File: src/logic/das_host_defs.vh
// Behaviour
// (RULE1) Host may map the converter in memory space, accessed like static memory.
// (RULE2) In I/O space the I/O enable strobe qualifies accesses instead of memory strobes.
// (RULE3) Channel latch and start take effect on write strobe rise with select low.
// (RULE4) Write with A1 low latches channel number; byte select ignored.
// (RULE5) Write A1 high: byte select low starts 12-bit, high starts 8-bit.
// (RULE6) Read: byte select low gives 8 MSBs, high gives 4 LSBs and zeros.
// (RULE7) Without busy monitoring, host waits at least 30 us before reading result.
// (RULE8) Host may stall on the busy flag until conversion finishes.
// (RULE9) Host may take busy flag end as an interrupt request.
// (RULE10) Results are natural binary unipolar, offset binary bipolar.
// (RULE11) Falling read-or-convert starts conversion; busy rises; repeat start ignored.
// (RULE12) Data outputs float during conversion; enabled when read high after busy low.
// (RULE13) After 8-bit conversion low four bits read zero; low byte read optional.
// (RULE14) Host keeps channel number stable until next start is accepted.
`ifndef DAS_HOST_DEFS_VH
`define DAS_HOST_DEFS_VH
`define CLK_PERIOD_NS 20
`define CONV_WAIT_NS 30000
`define STROBE_NS 200
`define CMD_CHANNEL 2'h0
`define CMD_START12 2'h1
`define CMD_START8 2'h2
`define CMD_READ 2'h3
`define BUS_IDLE 1'h1
`endif

File: src/logic/strobe_timer.v
`timescale 1ns/100ps
`include "das_host_defs.vh"
// Down counter: done pulses for one cycle as the count elapses, count cycles after the load
module strobe_timer #(
  parameter WIDTH = 16
) (
  input wire sys_clk,
  input wire rst,
  input wire clkEn,
  input wire load,
  input wire [WIDTH-1:0] count,
  output reg busy,
  output reg done
);
  reg [WIDTH-1:0] remain;

  // Count down while busy
  always @(posedge sys_clk or posedge rst) begin
    if (rst) begin
      remain <= {WIDTH{1'b0}};
      busy <= 1'b0;
      done <= 1'b0;
    end else if (clkEn) begin
      done <= 1'b0;
      if (load) begin
        remain <= count;
        busy <= 1'b1;
      end else if (busy) begin
        if (remain <= {{(WIDTH-1){1'b0}}, 1'b1}) begin
          busy <= 1'b0;
          done <= 1'b1;
        end else begin
          remain <= remain - {{(WIDTH-1){1'b0}}, 1'b1};
        end
      end
    end
  end
endmodule

File: src/logic/das_host_bus_interface.v
`timescale 1ns/100ps
`include "das_host_defs.vh"
// Host side controller driving the acquisition unit pins as a bus master
module das_host_bus_interface #(
  parameter CONV_WAIT_CYCLES = (`CONV_WAIT_NS + `CLK_PERIOD_NS - 1) / `CLK_PERIOD_NS,
  parameter STROBE_CYCLES = (`STROBE_NS + `CLK_PERIOD_NS - 1) / `CLK_PERIOD_NS,
  parameter USE_BUSY = 1
) (
  input wire sys_clk,
  input wire rst,
  input wire clkEn,
  input wire cmdValid,
  input wire [1:0] cmdCode,
  input wire cmdByteSel,
  input wire [2:0] cmdChannel,
  output reg cmdReady,
  output reg [7:0] readData,
  output reg readValid,
  output reg convDone,
  output reg selectN,
  output reg writeN,
  output reg readN,
  output reg addrA1,
  output reg byteSelectLine,
  output reg [2:0] channelSelectLines,
  input wire [7:0] dataIn,
  input wire conversionBusyFlag
);
  // Sequencer states
  localparam S_IDLE = 3'h0;
  localparam S_STROBE = 3'h1;
  localparam S_RELEASE = 3'h2;
  localparam S_WAITCONV = 3'h3;
  // One timer serves both the strobe width and the conversion wait
  localparam TIMER_WIDTH = 16;

  reg [2:0] state;
  reg [2:0] next_state;
  reg [1:0] opCode;
  reg busySeen;
  reg timerLoad;
  reg [TIMER_WIDTH-1:0] timerCount;
  reg next_timerLoad;
  reg [TIMER_WIDTH-1:0] next_timerCount;
  wire timerDone;
  wire takeCmd;
  wire cmdIsRead;
  wire cmdIsChannel;
  wire cmdIsStart8;
  wire opIsRead;
  wire opIsStart;
  wire strobeEnd;
  wire busyEnd;
  wire convEnd;

  // Shared timer for strobe width and conversion wait
  strobe_timer #(
    .WIDTH(TIMER_WIDTH)
  ) i_strobe_timer (
    .sys_clk(sys_clk),
    .rst(rst),
    .clkEn(clkEn),
    .load(timerLoad),
    .count(timerCount),
    .busy(),
    .done(timerDone)
  );

  // Command decode at the user port
  assign takeCmd = cmdValid && cmdReady && (state == S_IDLE);
  assign cmdIsRead = (cmdCode == `CMD_READ);
  assign cmdIsChannel = (cmdCode == `CMD_CHANNEL);
  assign cmdIsStart8 = (cmdCode == `CMD_START8);

  // Decode of the command in progress
  assign opIsRead = (opCode == `CMD_READ);
  assign opIsStart = (opCode == `CMD_START12) || (opCode == `CMD_START8);

  // Events that end a strobe or a conversion wait
  assign strobeEnd = (state == S_STROBE) && timerDone;
  assign busyEnd = (USE_BUSY != 0) && busySeen && !conversionBusyFlag; // [RULE8]
  assign convEnd = (state == S_WAITCONV) && (timerDone || busyEnd); // [RULE7] [RULE8]

  // Next state of the sequencer
  always @* begin
    next_state = state;
    case (state)
      S_IDLE: begin
        if (takeCmd) begin
          next_state = S_STROBE;
        end
      end
      S_STROBE: begin
        if (strobeEnd) begin
          next_state = S_RELEASE;
        end
      end
      S_RELEASE: begin
        if (opIsStart) begin
          next_state = S_WAITCONV;
        end else begin
          next_state = S_IDLE;
        end
      end
      S_WAITCONV: begin
        if (convEnd) begin
          next_state = S_IDLE;
        end
      end
      default: begin
        next_state = S_IDLE;
      end
    endcase
  end

  // Timer requests: strobe width on a take, conversion wait after a start
  always @* begin
    next_timerLoad = 1'b0;
    next_timerCount = timerCount;
    if (takeCmd) begin
      next_timerLoad = 1'b1;
      next_timerCount = STROBE_CYCLES[TIMER_WIDTH-1:0];
    end else if ((state == S_RELEASE) && opIsStart) begin
      next_timerLoad = 1'b1;
      next_timerCount = CONV_WAIT_CYCLES[TIMER_WIDTH-1:0]; // Fixed wait [RULE7]
    end
  end

  // State register and timer request registers
  always @(posedge sys_clk or posedge rst) begin
    if (rst) begin
      state <= S_IDLE;
      timerLoad <= 1'b0;
      timerCount <= {TIMER_WIDTH{1'b0}};
    end else if (clkEn) begin
      state <= next_state;
      timerLoad <= next_timerLoad;
      timerCount <= next_timerCount;
    end
  end

  // User handshake: ready in idle, dropped on the taking edge
  always @(posedge sys_clk or posedge rst) begin
    if (rst) begin
      cmdReady <= 1'b0;
      opCode <= `CMD_CHANNEL;
    end else if (clkEn) begin
      if (takeCmd) begin
        cmdReady <= 1'b0;
        opCode <= cmdCode;
      end else if (state == S_IDLE) begin
        cmdReady <= 1'b1;
      end
    end
  end

  // Select and strobes; select stays low past the strobe rise
  always @(posedge sys_clk or posedge rst) begin
    if (rst) begin
      selectN <= `BUS_IDLE;
      writeN <= `BUS_IDLE;
      readN <= `BUS_IDLE;
    end else if (clkEn) begin
      if (takeCmd) begin
        selectN <= 1'b0; // Memory-like access [RULE1] [RULE2]
        if (cmdIsRead) begin
          readN <= 1'b0;
        end else begin
          writeN <= 1'b0;
        end
      end else if (strobeEnd) begin
        readN <= `BUS_IDLE;
        writeN <= `BUS_IDLE; // Action on rising strobe [RULE3]
      end else if (state == S_RELEASE) begin
        selectN <= `BUS_IDLE;
      end
    end
  end

  // Address lines, set up with the strobe fall
  always @(posedge sys_clk or posedge rst) begin
    if (rst) begin
      addrA1 <= 1'b0;
      byteSelectLine <= 1'b0;
      channelSelectLines <= 3'h0;
    end else if (clkEn && takeCmd) begin
      if (cmdIsRead) begin
        byteSelectLine <= cmdByteSel; // Picks the byte to return
      end else begin
        addrA1 <= !cmdIsChannel; // [RULE4] [RULE5]
        if (cmdIsChannel) begin
          byteSelectLine <= cmdByteSel; // Ignored by a channel latch [RULE4]
          channelSelectLines <= cmdChannel; // Held until next latch [RULE14]
        end else begin
          byteSelectLine <= cmdIsStart8; // [RULE5]
        end
      end
    end
  end

  // Read data taken while the read strobe still stands
  always @(posedge sys_clk or posedge rst) begin
    if (rst) begin
      readData <= 8'h00;
      readValid <= 1'b0;
    end else if (clkEn) begin
      readValid <= 1'b0;
      if (strobeEnd && opIsRead) begin
        readData <= dataIn; // MSBs or LSBs plus zeros [RULE6] [RULE10] [RULE13]
        readValid <= 1'b1;
      end
    end
  end

  // Busy watch: a rise seen after the start, then a fall, ends the wait [RULE8]
  // A device whose flag never rises is still released by the fixed wait
  always @(posedge sys_clk or posedge rst) begin
    if (rst) begin
      busySeen <= 1'b0;
      convDone <= 1'b0;
    end else if (clkEn) begin
      convDone <= convEnd; // End of conversion event [RULE9]
      if (takeCmd || convEnd) begin
        busySeen <= 1'b0;
      end else if (opIsStart && (state == S_RELEASE || state == S_WAITCONV) &&
                   conversionBusyFlag) begin
        busySeen <= 1'b1;
      end
    end
  end
endmodule

File: config.mk
export PLATFORM = sky130hd
export DESIGN_NAME = das_host_bus_interface
export DESIGN_NICKNAME = d
export VERILOG_FILES = /design/src/logic/strobe_timer.v /design/src/logic/das_host_bus_interface.v
export VERILOG_INCLUDE_DIRS = /design/src /design/src/logic
export SDC_FILE = /design/constraint.sdc
export NUM_CORES = 1
export LEC_CHECK = 0
export ABC_CLOCK_PERIOD_IN_PS = 1900
export BUFFER_PORTS_ARGS = -buffer_cell sky130_fd_sc_hd__clkbuf_2
export CAP_MARGIN = 15
export CORE_UTILIZATION = 30
export DETAILED_ROUTE_END_ITERATION = 7
export HOLD_SLACK_MARGIN = 0.03
export SLEW_MARGIN = 0
export SYNTH_ARGS = -nofsm -noshare
export SYNTH_HDL_FRONTEND = slang
export SYNTH_SLANG_ARGS = --single-unit
File: constraint.sdc
create_clock -name sys_clk -period 1.9 [get_ports sys_clk]
set_input_delay 0.095 -clock sys_clk [delete_from_list [all_inputs] [get_ports sys_clk]]
set_output_delay 0.095 -clock sys_clk [all_outputs]
set_load 0.005 [all_outputs]
== Word level (Yosys, flattened, before mapping) ==
Cells that the tools add are included.

* Add/subtract/negate cells: 1
* Equal/unequal tests: 15
* Multiplexer cells: 33
* Bitwise operators: 1
* $mul: 0
* Reductions and logical operators: 36
* Magnitude comparators: 1
* Div/mod/pow operators: 0
* Shift-type cells: 0

{| class="wikitable"
|+ Operators by type and width
! kind !! count
|-
| 16-bit two-way mux || 5
|-
| 1-bit two-way mux || 23
|-
| 16-bit by 1-bit less-or-equal comparator with 1-bit output (second input constant) || 1
|-
| 16-bit by 1-bit subtractor with 16-bit output (second input constant) || 1
|-
| 3-bit AND reduction || 5
|-
| 2-bit inequality test (second input constant) || 6
|-
| 3-bit one-hot mux with 4 select lines || 1
|-
| 2-bit AND reduction || 6
|-
| 2-bit nonzero test || 6
|-
| 1-bit logical AND || 10
|-
| 3-bit two-way mux || 3
|-
| 2-bit == test (second input constant) || 4
|-
| 3-bit by 2-bit == test with 1-bit output (second input constant) || 2
|-
| 1-bit logical OR || 4
|-
| 4-bit AND reduction || 1
|-
| 3-bit by 1-bit == test with 1-bit output (second input constant) || 1
|-
| 3-bit logical NOT || 1
|-
| 2-bit by 1-bit == test with 1-bit output (second input constant) || 1
|-
| 1-bit logical NOT || 2
|-
| 2-bit logical NOT || 1
|-
| 2-bit two-way mux || 1
|-
| 2-bit by 1-bit inequality test with 1-bit output (second input constant) || 1
|-
| 1-bit NOT || 1
|}

* Bits in latches: 0
* Input port bits: 19
* Output and inout port bits: 19
* Memory bits (writable): 0
* Register bits: 60
* ROM bits: 0
* Logic and storage cells: 105
* Memories kept: 0

== Logic depth before layout (Yosys ltp) ==
Gate-level depths: netlist of the first run.

* Word-level depth: 7
* Mapped depth: 7
* Depth with buffers taken out: 7

== Modules after synthesis ==
Synthesis of the first run repeated with hierarchy kept, for this count alone.

* Cell total of the unflattened synthesis: 233
* Area total of the unflattened synthesis: 2429.8 um^2

{| class="wikitable"
|+ By module, submodules not included
! module !! cells an instance !! area each (um^2) !! instances !! seq. area each (um^2)
|-
| das_host_bus_interface || 97 || 1222.4 || 1 || 704.4
|-
| strobe_timer || 136 || 1207.4 || 1 || 450.4
|}

== Least setup slack after synthesis of the first run ==
Ideal clock, no wire load.

* Path type: flip-flop to flip-flop
* Start: register i_strobe_timer.remain[0]
* End: register i_strobe_timer.remain[9]
* Path buffers: 0
* Stages on the path, launching flop included: 7
* Required time: 1.774 ns
* Library setup time: 0.126 ns
* Arrival time: 1.707 ns
* Setup slack: 0.067 ns
* Clock period less this slack: 1.833 ns
* Cells stage by stage: dfrtp_1 -> inv_1 -> ha_1 -> o211a_4 -> a2111oi_4 -> nor3b_1 -> a221o_1

* Word-level cells in the longest chain between the ends: 4

{| class="wikitable"
|+ RTL lines
! what !! RTL line !! source
|-
| start, declared || strobe_timer.v:15 || <nowiki>reg [WIDTH-1:0] remain;</nowiki>
|-
| start signal, assigned || strobe_timer.v:20 || <nowiki>remain <= {WIDTH{1'b0}};</nowiki>
|-
| start signal, assigned || strobe_timer.v:26 || <nowiki>remain <= count;</nowiki>
|-
| start signal, assigned || strobe_timer.v:33 || <nowiki>remain <= remain - {{(WIDTH-1){1'b0}}, 1'b1};</nowiki>
|-
| 16-bit by 1-bit subtractor with 16-bit output || strobe_timer.v:33 ||
|-
| 16-bit two-way mux || strobe_timer.v:29 || <nowiki>if (remain <= {{(WIDTH-1){1'b0}}, 1'b1}) begin</nowiki>
|-
| 16-bit two-way mux || strobe_timer.v:28 || <nowiki>end else if (busy) begin</nowiki>
|-
| 16-bit two-way mux || strobe_timer.v:25 || <nowiki>if (load) begin</nowiki>
|}

Parallel ways exist; a longest one is shown, timed or not. The select of a mux whose other input is x is not followed.
A chain may end at the register's enable or synchronous reset.

== Final worst setup path of the first run ==
* Start: register i_strobe_timer.remain[0]
* End: register i_strobe_timer.remain[14]

Same word-level chain as after synthesis.

==> results.md, run 1 <==
* Run status: finished, final reports clean
* Slew Limit Headroom at 0.643
* Synth Flop Type: dfrtp_1
* Final Slew Violations at 0
* CTS Root Cell: clkbuf_8
* Vias in the first global route at 2071
* Area grow syn2layout at 36.8%
* Cts bufs inserted at 5
* Port Buffers at 37
* Yosys top cell area share at 0.452
* Final instance area at 3260 um2
* Placed Instance Area at 2910 um2
* Vias at 2046
* H-tree levels at 2
* Fin nets at 331
* RR Endpoint: i_strobe_timer.remain[14]
* Element type at the critical path start: register
* DRT antenna net count at 0
* Diode count at 0
* Setup Viol. Count Final at 0
* Reg2Reg Setup Slack at 0.04 ns
* Hold-critical path endpoint: opCode[0]
* Syn_area_per_cell at 10.8 um2
* Clock transition at the registers of the reported paths at 0.09 ns
* Post-synth cell types at 62
* Worst-Skew Late Latency at 0.30 ns
* Synth area leaders: dfrtp_1, mux2_2, nor2_1
* Pwr dens at 1230 nW/um2
* RSZ-0062 raised after global routing: yes
* Die Width at 91.1 um
* CP Capture Type: register
* Period Utilization, post-route at 0.977
* Clock power frac at 0.186
* First-pass GRT wire length at 9700 um
* Crit path max fanout at 5
* # Max-Cap Violations at 0
* Total iterations of the first detailed-routing run at 4
* GRT Overall Usage at 0.145
* FMAX at 539 MHz
* Worst-margin pin slew at 0.535 ns
* Gate Count Post-Synth at 221
* VDD IR-drop max at 0.000550 V
* Hold Path Origin: cmdCode[0]
* Footprint of the multi-input gates at 1210 um2
* #FFs+latches synth at 46
* Sw Ratio at 0.369
* Top cells by instance count after synthesis: dfrtp_1, nor2_1, mux2_2, nand2_1, inv_1
* Register area share after synthesis at 0.485
* Sequential share of power at 0.390
* HPWL Detailed at 4100 um
* Grt ovf at 0
* Max clock buf depth at 2
* Initial detailed-routing violation count at 129
* Psw at 0.00149 W
* DRC Markers at 0
* Logic pwr share at 0.424
* Most common cell in the netlist: dfrtp_1
* Post-synth top area cell: dfrtp_1
* Syn_nets at 243
* Number of enable flip-flop cells after synthesis at 0
* Final hold slack at 0.0966 ns
* Die Ht at 91.1 um
* FF+latch area at 1150 um2
* Number of filler cells placed in the layout at 751
* WHS Path Cells at 2
* Endpoints failing hold at 0
* Placed Cells at 385
* Post-DR vias/cell at 4.97
* Yosys warning total at 0
* CP arrival at 2.05 ns
* CTS tree: built
* Initial Util at 0.310
* FFs w/ async S/R, synth at 1.00
* Share of cells above drive strength 1 at 0.397
* P_leak at 1.47 nW
* R2R Path Start: i_strobe_timer.remain[0]
* Final Core Density at 0.424
* Fin crit period at 1.86 ns
* CTS Sinks at 46
* Final std cells w/o fill at 412
* WP data required at 2.09 ns
* Post-Syn Area at 2380 um2
* Max Clock Skew at 0.00488 ns
* Antenna violations before repair at 0
* Wirelength per Cell at 14.3 um
* Core Region at 7690 um2
* # rows at 32
* Cell Int Power at 0.00254 W
* Aggregate negative setup slack at 0 ns
* Detailed Route WL at 5890 um
* Hold WC Path Type: primary input to register
* I/O Pins at 38
* Largest net degree at the start of global routing at 25
* DIE AREA at 8300 um2
* Placer Congestion at 0.878
* CP Class: register to register
* R2R depth at 7
stage by stage:
stage / power (W) / setup slack [ns]
after floorplan: 0.00245 / 0.0671
after global placement: 0.00306 / 0.0555
after detailed placement: 0.00309 / -0.0248
after CTS: 0.00388 / 0.0187
after global routing: 0.00429 / -0.0519
final: 0.00402 / 0.0431
registers in the layout, indices dropped and copies added, names as in the netlist, 2 cells and up:
signal                 cells
channelSelectLines         3
i_strobe_timer.remain     16
opCode                     2
timerCount                 3
readData                   8
state                      2
layout make-up:
cell class	count	area share
clock buffers	5	0.0211
clock inverters	3	0.0134
inverters	14	0.0161
multi-input cells	155	0.370
flip-flops and latches	46	0.355
well taps	102	0.0392
repair buffers	87	0.185
critical path, stage by stage (launching register included):
cell and delay (ns):
dfrtp_1 0.41, inv_1 0.10, ha_2 0.24, nor3b_4 0.23, nand3_2 0.13, nor4b_2 0.32
mux2i_1 0.23, o2bb2ai_1 0.09
placed cells by master (no fill, tap or decap), drive strengths merged, types with 4 or more instances in the layout:
cell / count
dfrtp: 43
clkbuf: 42
buf: 38
nor2: 22
nand2: 15
mux2: 14
inv: 14
dlygate4sd3: 12
a21oi: 10
o21ai: 9
nand3: 6
a211oi: 6
nor4: 6
nor3: 5
a31oi: 4
worst max path at each step:
stage,startpoint,to,slack (ns),cells past startpoint
after floorplan,i_strobe_timer.remain[0],i_strobe_timer.remain[9],0.07,6
after global placement,i_strobe_timer.remain[0],i_strobe_timer.remain[9],0.06,6
after detailed placement,i_strobe_timer.remain[0],i_strobe_timer.remain[14],-0.02,7
after CTS,i_strobe_timer.remain[0],i_strobe_timer.remain[10],0.02,6
after global routing,i_strobe_timer.remain[0],i_strobe_timer.remain[14],-0.05,7
final,i_strobe_timer.remain[0],i_strobe_timer.remain[14],0.04,7
power groups by stage:
stage	registers, W	clock network [W]	logic [W]
3_3_place_gp	0.00157	0	0.00149
4_1_cts	0.00156	0.000779	0.00154
6_report	0.00157	0.000750	0.00170
5_1_grt	0.00162	0.000809	0.00186
3_5_place_dp	0.00158	0	0.00151
2_1_floorplan	0.00159	0	0.000856
cells by family after synthesis:
kind of cell | Yosys count | share of synthesized area
AO/OA/AOI/OAI | 58 | 0.196
AND/OR/NAND/NOR | 75 | 0.183
adder cells (fa/ha/maj) | 4 | 0.0200
multiplexers | 17 | 0.0788
XOR/XNOR | 1 | 0.00368
flip-flops | 46 | 0.485
buffers and inverters | 20 | 0.0331
layer usage:
metal	GRT usage	vias up	wire length, um
li1	-	996	-
met1	0.183	972	2690
met2	0.241	68	2760
met3	0.0377	10	344
met4	0.0503	0	88
met5	0	-	0
repair_timing:
| action | CTS | global route |
|---|---|---|
| hold buffers | 12 | 0 |
| gates resized for setup | 1 | 10 |
| pin swaps | 0 | 15 |
| hold endpoints to repair | 31 | 0 |
| gates cloned | 0 | 0 |
| endpoints found under the setup margin | 1 | 10 |
| setup buffers | 0 | 7 |
(Power assumes the default switching activity.)
==> run 2: changes to the inputs <==
- BUFFER_PORTS_ARGS: -buffer_cell sky130_fd_sc_hd__clkbuf_2 -> default
- CAP_MARGIN: 15 -> default
- DONT_BUFFER_PORTS: default -> 1
==> results.md, run 2 (synthesis gave the netlist of run 1 again) <==
* Run status: finished, final reports clean (unchanged)
* First-pass GRT wire length at 10100 um (was 9700 um)
* Final Core Density at 0.397 (was 0.424)
* WHS Path Cells at 3 (was 2)
* Max clock buf depth at 2 (unchanged)
* Port Buffers at 0 (was 37)
* Final Power at 0.00387 W (was 0.00402 W)
* RSZ-0062 raised after global routing: yes (unchanged)
* Commonest non-fill, non-tap cells in the layout: dfrtp_1, buf_4, nor2_1 (was dfrtp_1, clkbuf_2, buf_4)
* Total iterations of the first detailed-routing run at 4 (unchanged)
* I/O Pins at 38 (unchanged)
* Final instance area at 3050 um2 (was 3260 um2)
* DIE AREA at 8300 um2 (unchanged)
* Hold WC Path Type: primary input to register (unchanged)
* P_leak at 1.28 nW (was 1.47 nW)
* Core Region at 7690 um2 (unchanged)
* Reg2Reg Setup Slack at 0.06 ns (was 0.04 ns)
* # Max-Cap Violations at 0 (unchanged)
* Initial Util at 0.310 (unchanged)
* Die Width at 91.1 um (unchanged)
* Worst-margin pin slew at 0.638 ns (was 0.535 ns)
* Vias in the first global route at 2056 (was 2071)
* Worst-Skew Late Latency at 0.31 ns (was 0.30 ns)
* FMAX at 543 MHz (was 539 MHz)
* Hold Path Origin: clkEn (was cmdCode[0])
* Reg with most FFs: i_strobe_timer.remain (unchanged)
* CP Class: register to register (unchanged)
* DRT antenna net count at 0 (unchanged)
* Hold-critical path endpoint: i_strobe_timer.remain[8] (was opCode[0])
* CTS Root Cell: clkbuf_8 (unchanged)
* Die Ht at 91.1 um (unchanged)
* Pwr dens at 1270 nW/um2 (was 1230 nW/um2)
* Share of cells above drive strength 1 at 0.290 (was 0.397)
* Post-DR vias/cell at 5.25 (was 4.97)
* Cts bufs inserted at 5 (unchanged)
* Vias at 1948 (was 2046)
* GRT Overall Usage at 0.151 (was 0.145)
* Element type at the critical path start: register (unchanged)
* Largest net degree at the start of global routing at 22 (was 25)
* Endpoints failing hold at 0 (unchanged)
* Leading cell type in the layout, fill and taps excluded: dfrtp_1 (unchanged)
* CTS tree: built (unchanged)
* CP arrival at 2.00 ns (was 2.05 ns)
* Wirelength per Cell at 16.1 um (was 14.3 um)
* # rows at 32 (unchanged)
* Aggregate negative setup slack at 0 ns (unchanged)
* Max Clock Skew at 0.0104 ns (was 0.00488 ns)
* Placed Instance Area at 2680 um2 (was 2910 um2)
* R2R Path Start: i_strobe_timer.remain[13] (was i_strobe_timer.remain[0])
* Slew Limit Headroom at 0.573 (was 0.643)
* Placer Congestion at 0.817 (was 0.878)
* Grt ovf at 0 (unchanged)
* Area grow syn2layout at 28.2% (was 36.8%)
* CTS Sinks at 46 (unchanged)
* R2R depth at 6 (was 7)
* Number of filler cells placed in the layout at 766 (was 751)
* Setup Viol. Count Final at 0 (unchanged)
* Fin nets at 290 (was 331)
* CP Capture Type: register (unchanged)
* Clock transition at the registers of the reported paths at 0.10 ns (was 0.09 ns)
* H-tree levels at 2 (unchanged)
* WP data required at 2.06 ns (was 2.09 ns)
* Antenna violations before repair at 0 (unchanged)
* Final Slew Violations at 0 (unchanged)
* VDD IR-drop max at 0.000712 V (was 0.000550 V)
* Top flop regs: i_strobe_timer.remain x16, readData x8 (unchanged)
* RR Endpoint: i_strobe_timer.remain[2] (was i_strobe_timer.remain[14])
* Worst setup path startpoint: i_strobe_timer.remain[13] (was i_strobe_timer.remain[0])
* Detailed Route WL at 5960 um (was 5890 um)
* Period Utilization, post-route at 0.968 (was 0.977)
* DRC Markers at 0 (unchanged)
* HPWL Detailed at 3900 um (was 4100 um)
* Initial detailed-routing violation count at 100 (was 129)
* Largest register FFs at 16 (unchanged)
* Crit path max fanout at 6 (was 5)
* Diode count at 0 (unchanged)
* Fin crit period at 1.84 ns (was 1.86 ns)
## run 2: metal layers
metal / share of wire / GRT usage / vias up
met5: 0 / 0 / -
met4: 0.011 / 0.0344 / 0
met3: 0.069 / 0.0410 / 9
met2: 0.48 / 0.259 / 65
met1: 0.44 / 0.189 / 960
li1: - / - / 914
## run 2: cell type report
cell class,count,area (um2),share of cell area
tap,102,128,0.0418
clock buffer,6,72.6,0.0238
inverter,14,52.6,0.0172
sequential,46,1150,0.378
clock inverter,2,37.5,0.0123
multi-input combinational,155,1220,0.400
timing repair buffer,46,385,0.126
## run 2: how the worst max path moves through the flow
stage,slack [ns],depth (start not counted),end
final,0.06,6,i_strobe_timer.remain[2]
after floorplan,0.07,6,i_strobe_timer.remain[9]
after global routing,-0.03,7,i_strobe_timer.remain[14]
after CTS,0.007,7,i_strobe_timer.remain[14]
after global placement,0.05,7,i_strobe_timer.remain[3]
after detailed placement,-0.04,7,i_strobe_timer.remain[14]
## run 2: timing repair
| action | in CTS | in global routing |
|---|---|---|
| endpoints found under the setup margin | 5 | 14 |
| endpoints found under the hold margin | 48 | 0 |
| pin swaps | 3 | 6 |
| buffers inserted | 1 | 3 |
| hold buffers | 16 | 0 |
| gates resized for setup | 3 | 10 |
## run 2: stage by stage
step | hold slack [ns] | setup WS, ns | cells
3_3_place_gp | -0.00276 | 0.0463 | 343
4_1_cts | 0.0414 | 0.00726 | 368
3_5_place_dp | 0.00360 | -0.0382 | 343
2_1_floorplan | 0.245 | 0.0671 | 221
6_report | 0.0478 | 0.0601 | 371
5_1_grt | 0.0456 | -0.0296 | 371
## run 2: where the power goes
part,internal [W],total (W),switching (W)
clock network,0.000393,0.000742,0.000349
logic,0.000702,0.00142,0.000722
registers,0.00130,0.00170,0.000399
total,0.00240,0.00387,0.00147
## run 2: worst max-delay path, stage by stage (launching register included)
cell and delay (ns):
dfrtp_1 0.42, nor4_4 0.39, o211a_4 0.30, a31oi_4 0.12, buf_4 0.17, a211oi_1 0.23
a211oi_1 0.07
==> run 3: changes to the inputs <==
- ABC_CLOCK_PERIOD_IN_PS: 1900 -> 2100
- clock period: 1.9 -> 2.1 ns (I/O delays scaled with it)
==> results.md, run 3 (synthesis gave the netlist of run 1 again) <==
* Clock transition at the registers of the reported paths at 0.10 ns (about the same)
* Total iterations of the first detailed-routing run at 4 (unchanged)
* DIE AREA at 8300 um2 (unchanged)
* Die Width at 91.1 um (unchanged)
* Post-DR vias/cell at 5.28 (was 5.25)
* Footprint of the multi-input gates at 1160 um2 (was 1220 um2)
* CP Class: register to register (unchanged)
* FMAX at 501 MHz (was 543 MHz)
* Top flop regs: i_strobe_timer.remain x16, readData x8 (unchanged)
* Worst setup path startpoint: i_strobe_timer.remain[1] (was i_strobe_timer.remain[13])
* Die Ht at 91.1 um (unchanged)
* CTS tree: built (unchanged)
* DRT antenna net count at 0 (unchanged)
* HPWL Detailed at 3810 um (was 3900 um)
* CP max stage delay at 0.42 ns (about the same)
* R2R Path Start: i_strobe_timer.remain[1] (was i_strobe_timer.remain[13])
* P_leak at 1.16 nW (was 1.28 nW)
* Max Clock Skew at 0.0124 ns (was 0.0104 ns)
* Final Slew Violations at 0 (unchanged)
* Worst-margin pin slew at 0.549 ns (was 0.638 ns)
* Crit path cell chain: inv_1 -> ha_1 -> o211a_4 -> a31oi_4 -> a211oi_1 -> a2111oi_2 (was nor4_4 -> o211a_4 -> a31oi_4 -> buf_4 -> a211oi_1 -> a211oi_1)
* Post-CTS Setup Inserts at 0 (was 1)
* Largest net degree at the start of global routing at 28 (was 22)
* FF+latch area at 1160 um2 (was 1150 um2)
* Grt ovf at 0 (unchanged)
* CTS Root Cell: clkbuf_8 (unchanged)
* DRC Markers at 0 (unchanged)
* Crit path max fanout at 7 (was 6)
* Leading cell type in the layout, fill and taps excluded: dfrtp_1 (unchanged)
* Slew Limit Headroom at 0.633 (was 0.573)
* Endpoints failing hold at 0 (unchanged)
* CP Capture Type: register (unchanged)
* Share of cells above drive strength 1 at 0.221 (was 0.290)
* # rows at 32 (unchanged)
* Run status: finished, final reports clean (unchanged)
* Fin nets at 270 (was 290)
* Final Core Density at 0.368 (was 0.397)
* Final std cells w/o fill at 351 (was 371)
* H-tree levels at 2 (unchanged)
* Max clock buf depth at 2 (unchanged)
* Fin crit period at 2.00 ns (was 1.84 ns)
* Worst-Skew Late Latency at 0.30 ns (was 0.31 ns)
* Diode count at 0 (unchanged)
* Initial detailed-routing violation count at 158 (was 100)
* Antenna violations before repair at 0 (unchanged)
* # Max-Cap Violations at 0 (unchanged)
* Hold WC Path Type: primary input to register (unchanged)
* First-pass GRT wire length at 9240 um (was 10100 um)
* Crit path max-delay family: compound AO/OA/AOI/OAI gates (unchanged)
* Pwr dens at 1110 nW/um2 (was 1270 nW/um2)
* WP data required at 2.29 ns (was 2.06 ns)
* Port Buffers at 0 (unchanged)
* Hold Path Origin: cmdCode[1] (was clkEn)
* Placed Cells at 328 (was 343)
* Largest register FFs at 16 (unchanged)
* Final Power at 0.00314 W (was 0.00387 W)
* GRT Overall Usage at 0.139 (was 0.151)
* VDD IR-drop max at 0.000477 V (was 0.000712 V)
* Wirelength per Cell at 15.4 um (was 16.1 um)
* CP Buf/Inv Count at 1 (unchanged)
* Detailed Route WL at 5390 um (was 5960 um)
* CTS Sinks at 46 (unchanged)
* Setup Viol. Count Final at 0 (unchanged)
* Core Region at 7690 um2 (unchanged)
* I/O Pins at 38 (unchanged)
* Placer Congestion at 0.838 (was 0.817)
* CP max stage cell: dfrtp_1 (unchanged)
* Vias at 1854 (was 1948)
* Number of filler cells placed in the layout at 785 (was 766)
* Commonest non-fill, non-tap cells in the layout: dfrtp_1, nor2_1, dlygate4sd3_1 (was dfrtp_1, buf_4, nor2_1)
* Area grow syn2layout at 18.7% (was 28.2%)
* Reg with most FFs: i_strobe_timer.remain (unchanged)
* Cts bufs inserted at 5 (unchanged)
* Initial Util at 0.310 (unchanged)
* Aggregate negative setup slack at 0 ns (unchanged)
* CP arrival at 2.19 ns (was 2.00 ns)
* Period Utilization, post-route at 0.950 (was 0.968)
* Element type at the critical path start: register (unchanged)
* Vias in the first global route at 1853 (was 2056)
-- run 3: layout make-up --
cell class              count  area share
multi-input cells         155       0.412
flip-flops and latches     46       0.409
repair buffers             26      0.0824
well taps                 102      0.0452
clock buffers               5      0.0244
inverters                  14      0.0186
clock inverters             3     0.00841
-- run 3: layer usage --
metal / routed length [um] / vias up / track usage
li1: - / 869 / -
met1: 2440 / 912 / 0.190
met2: 2540 / 66 / 0.225
met3: 363 / 7 / 0.0343
met4: 52 / 0 / 0.0278
met5: 0 / - / 0
-- run 3: power breakdown --
part | switching (W) | internal, W | leakage [nW]
clock network | 0.000322 | 0.000238 | 0.0408
registers | 0.000332 | 0.00118 | 0.549
logic | 0.000582 | 0.000486 | 0.571
total | 0.00124 | 0.00190 | 1.16
-- run 3: what timing repair did --
| item | CTS | global route |
|---|---|---|
| resized for setup | 0 | 4 |
| setup endpoints to repair | 0 | 5 |
| endpoints found under the hold margin | 49 | 0 |
| hold buffers | 15 | 0 |
-- run 3: final timing paths --
check	to	slack, ns	depth (start not counted)
min	writeN	0.04	2
min reg2reg	timerCount[3]	0.48	1
min in group asynchronous	i_strobe_timer.remain[8]	0.30	2
max reg2reg	i_strobe_timer.remain[4]	0.10	6
max in group asynchronous	writeN	1.15	3
max	i_strobe_timer.remain[4]	0.10	6
-- run 3: through the flow --
stage / hold slack [ns] / worst slack [ns] / area (um2)
after floorplan: 0.255 / 0.267 / 2380
after global placement: 0.0657 / 0.124 / 2560
after detailed placement: 0.0827 / 0.102 / 2560
after CTS: 0.0301 / 0.0832 / 2810
after global routing: 0.0494 / -0.0292 / 2830
final: 0.0353 / 0.104 / 2830
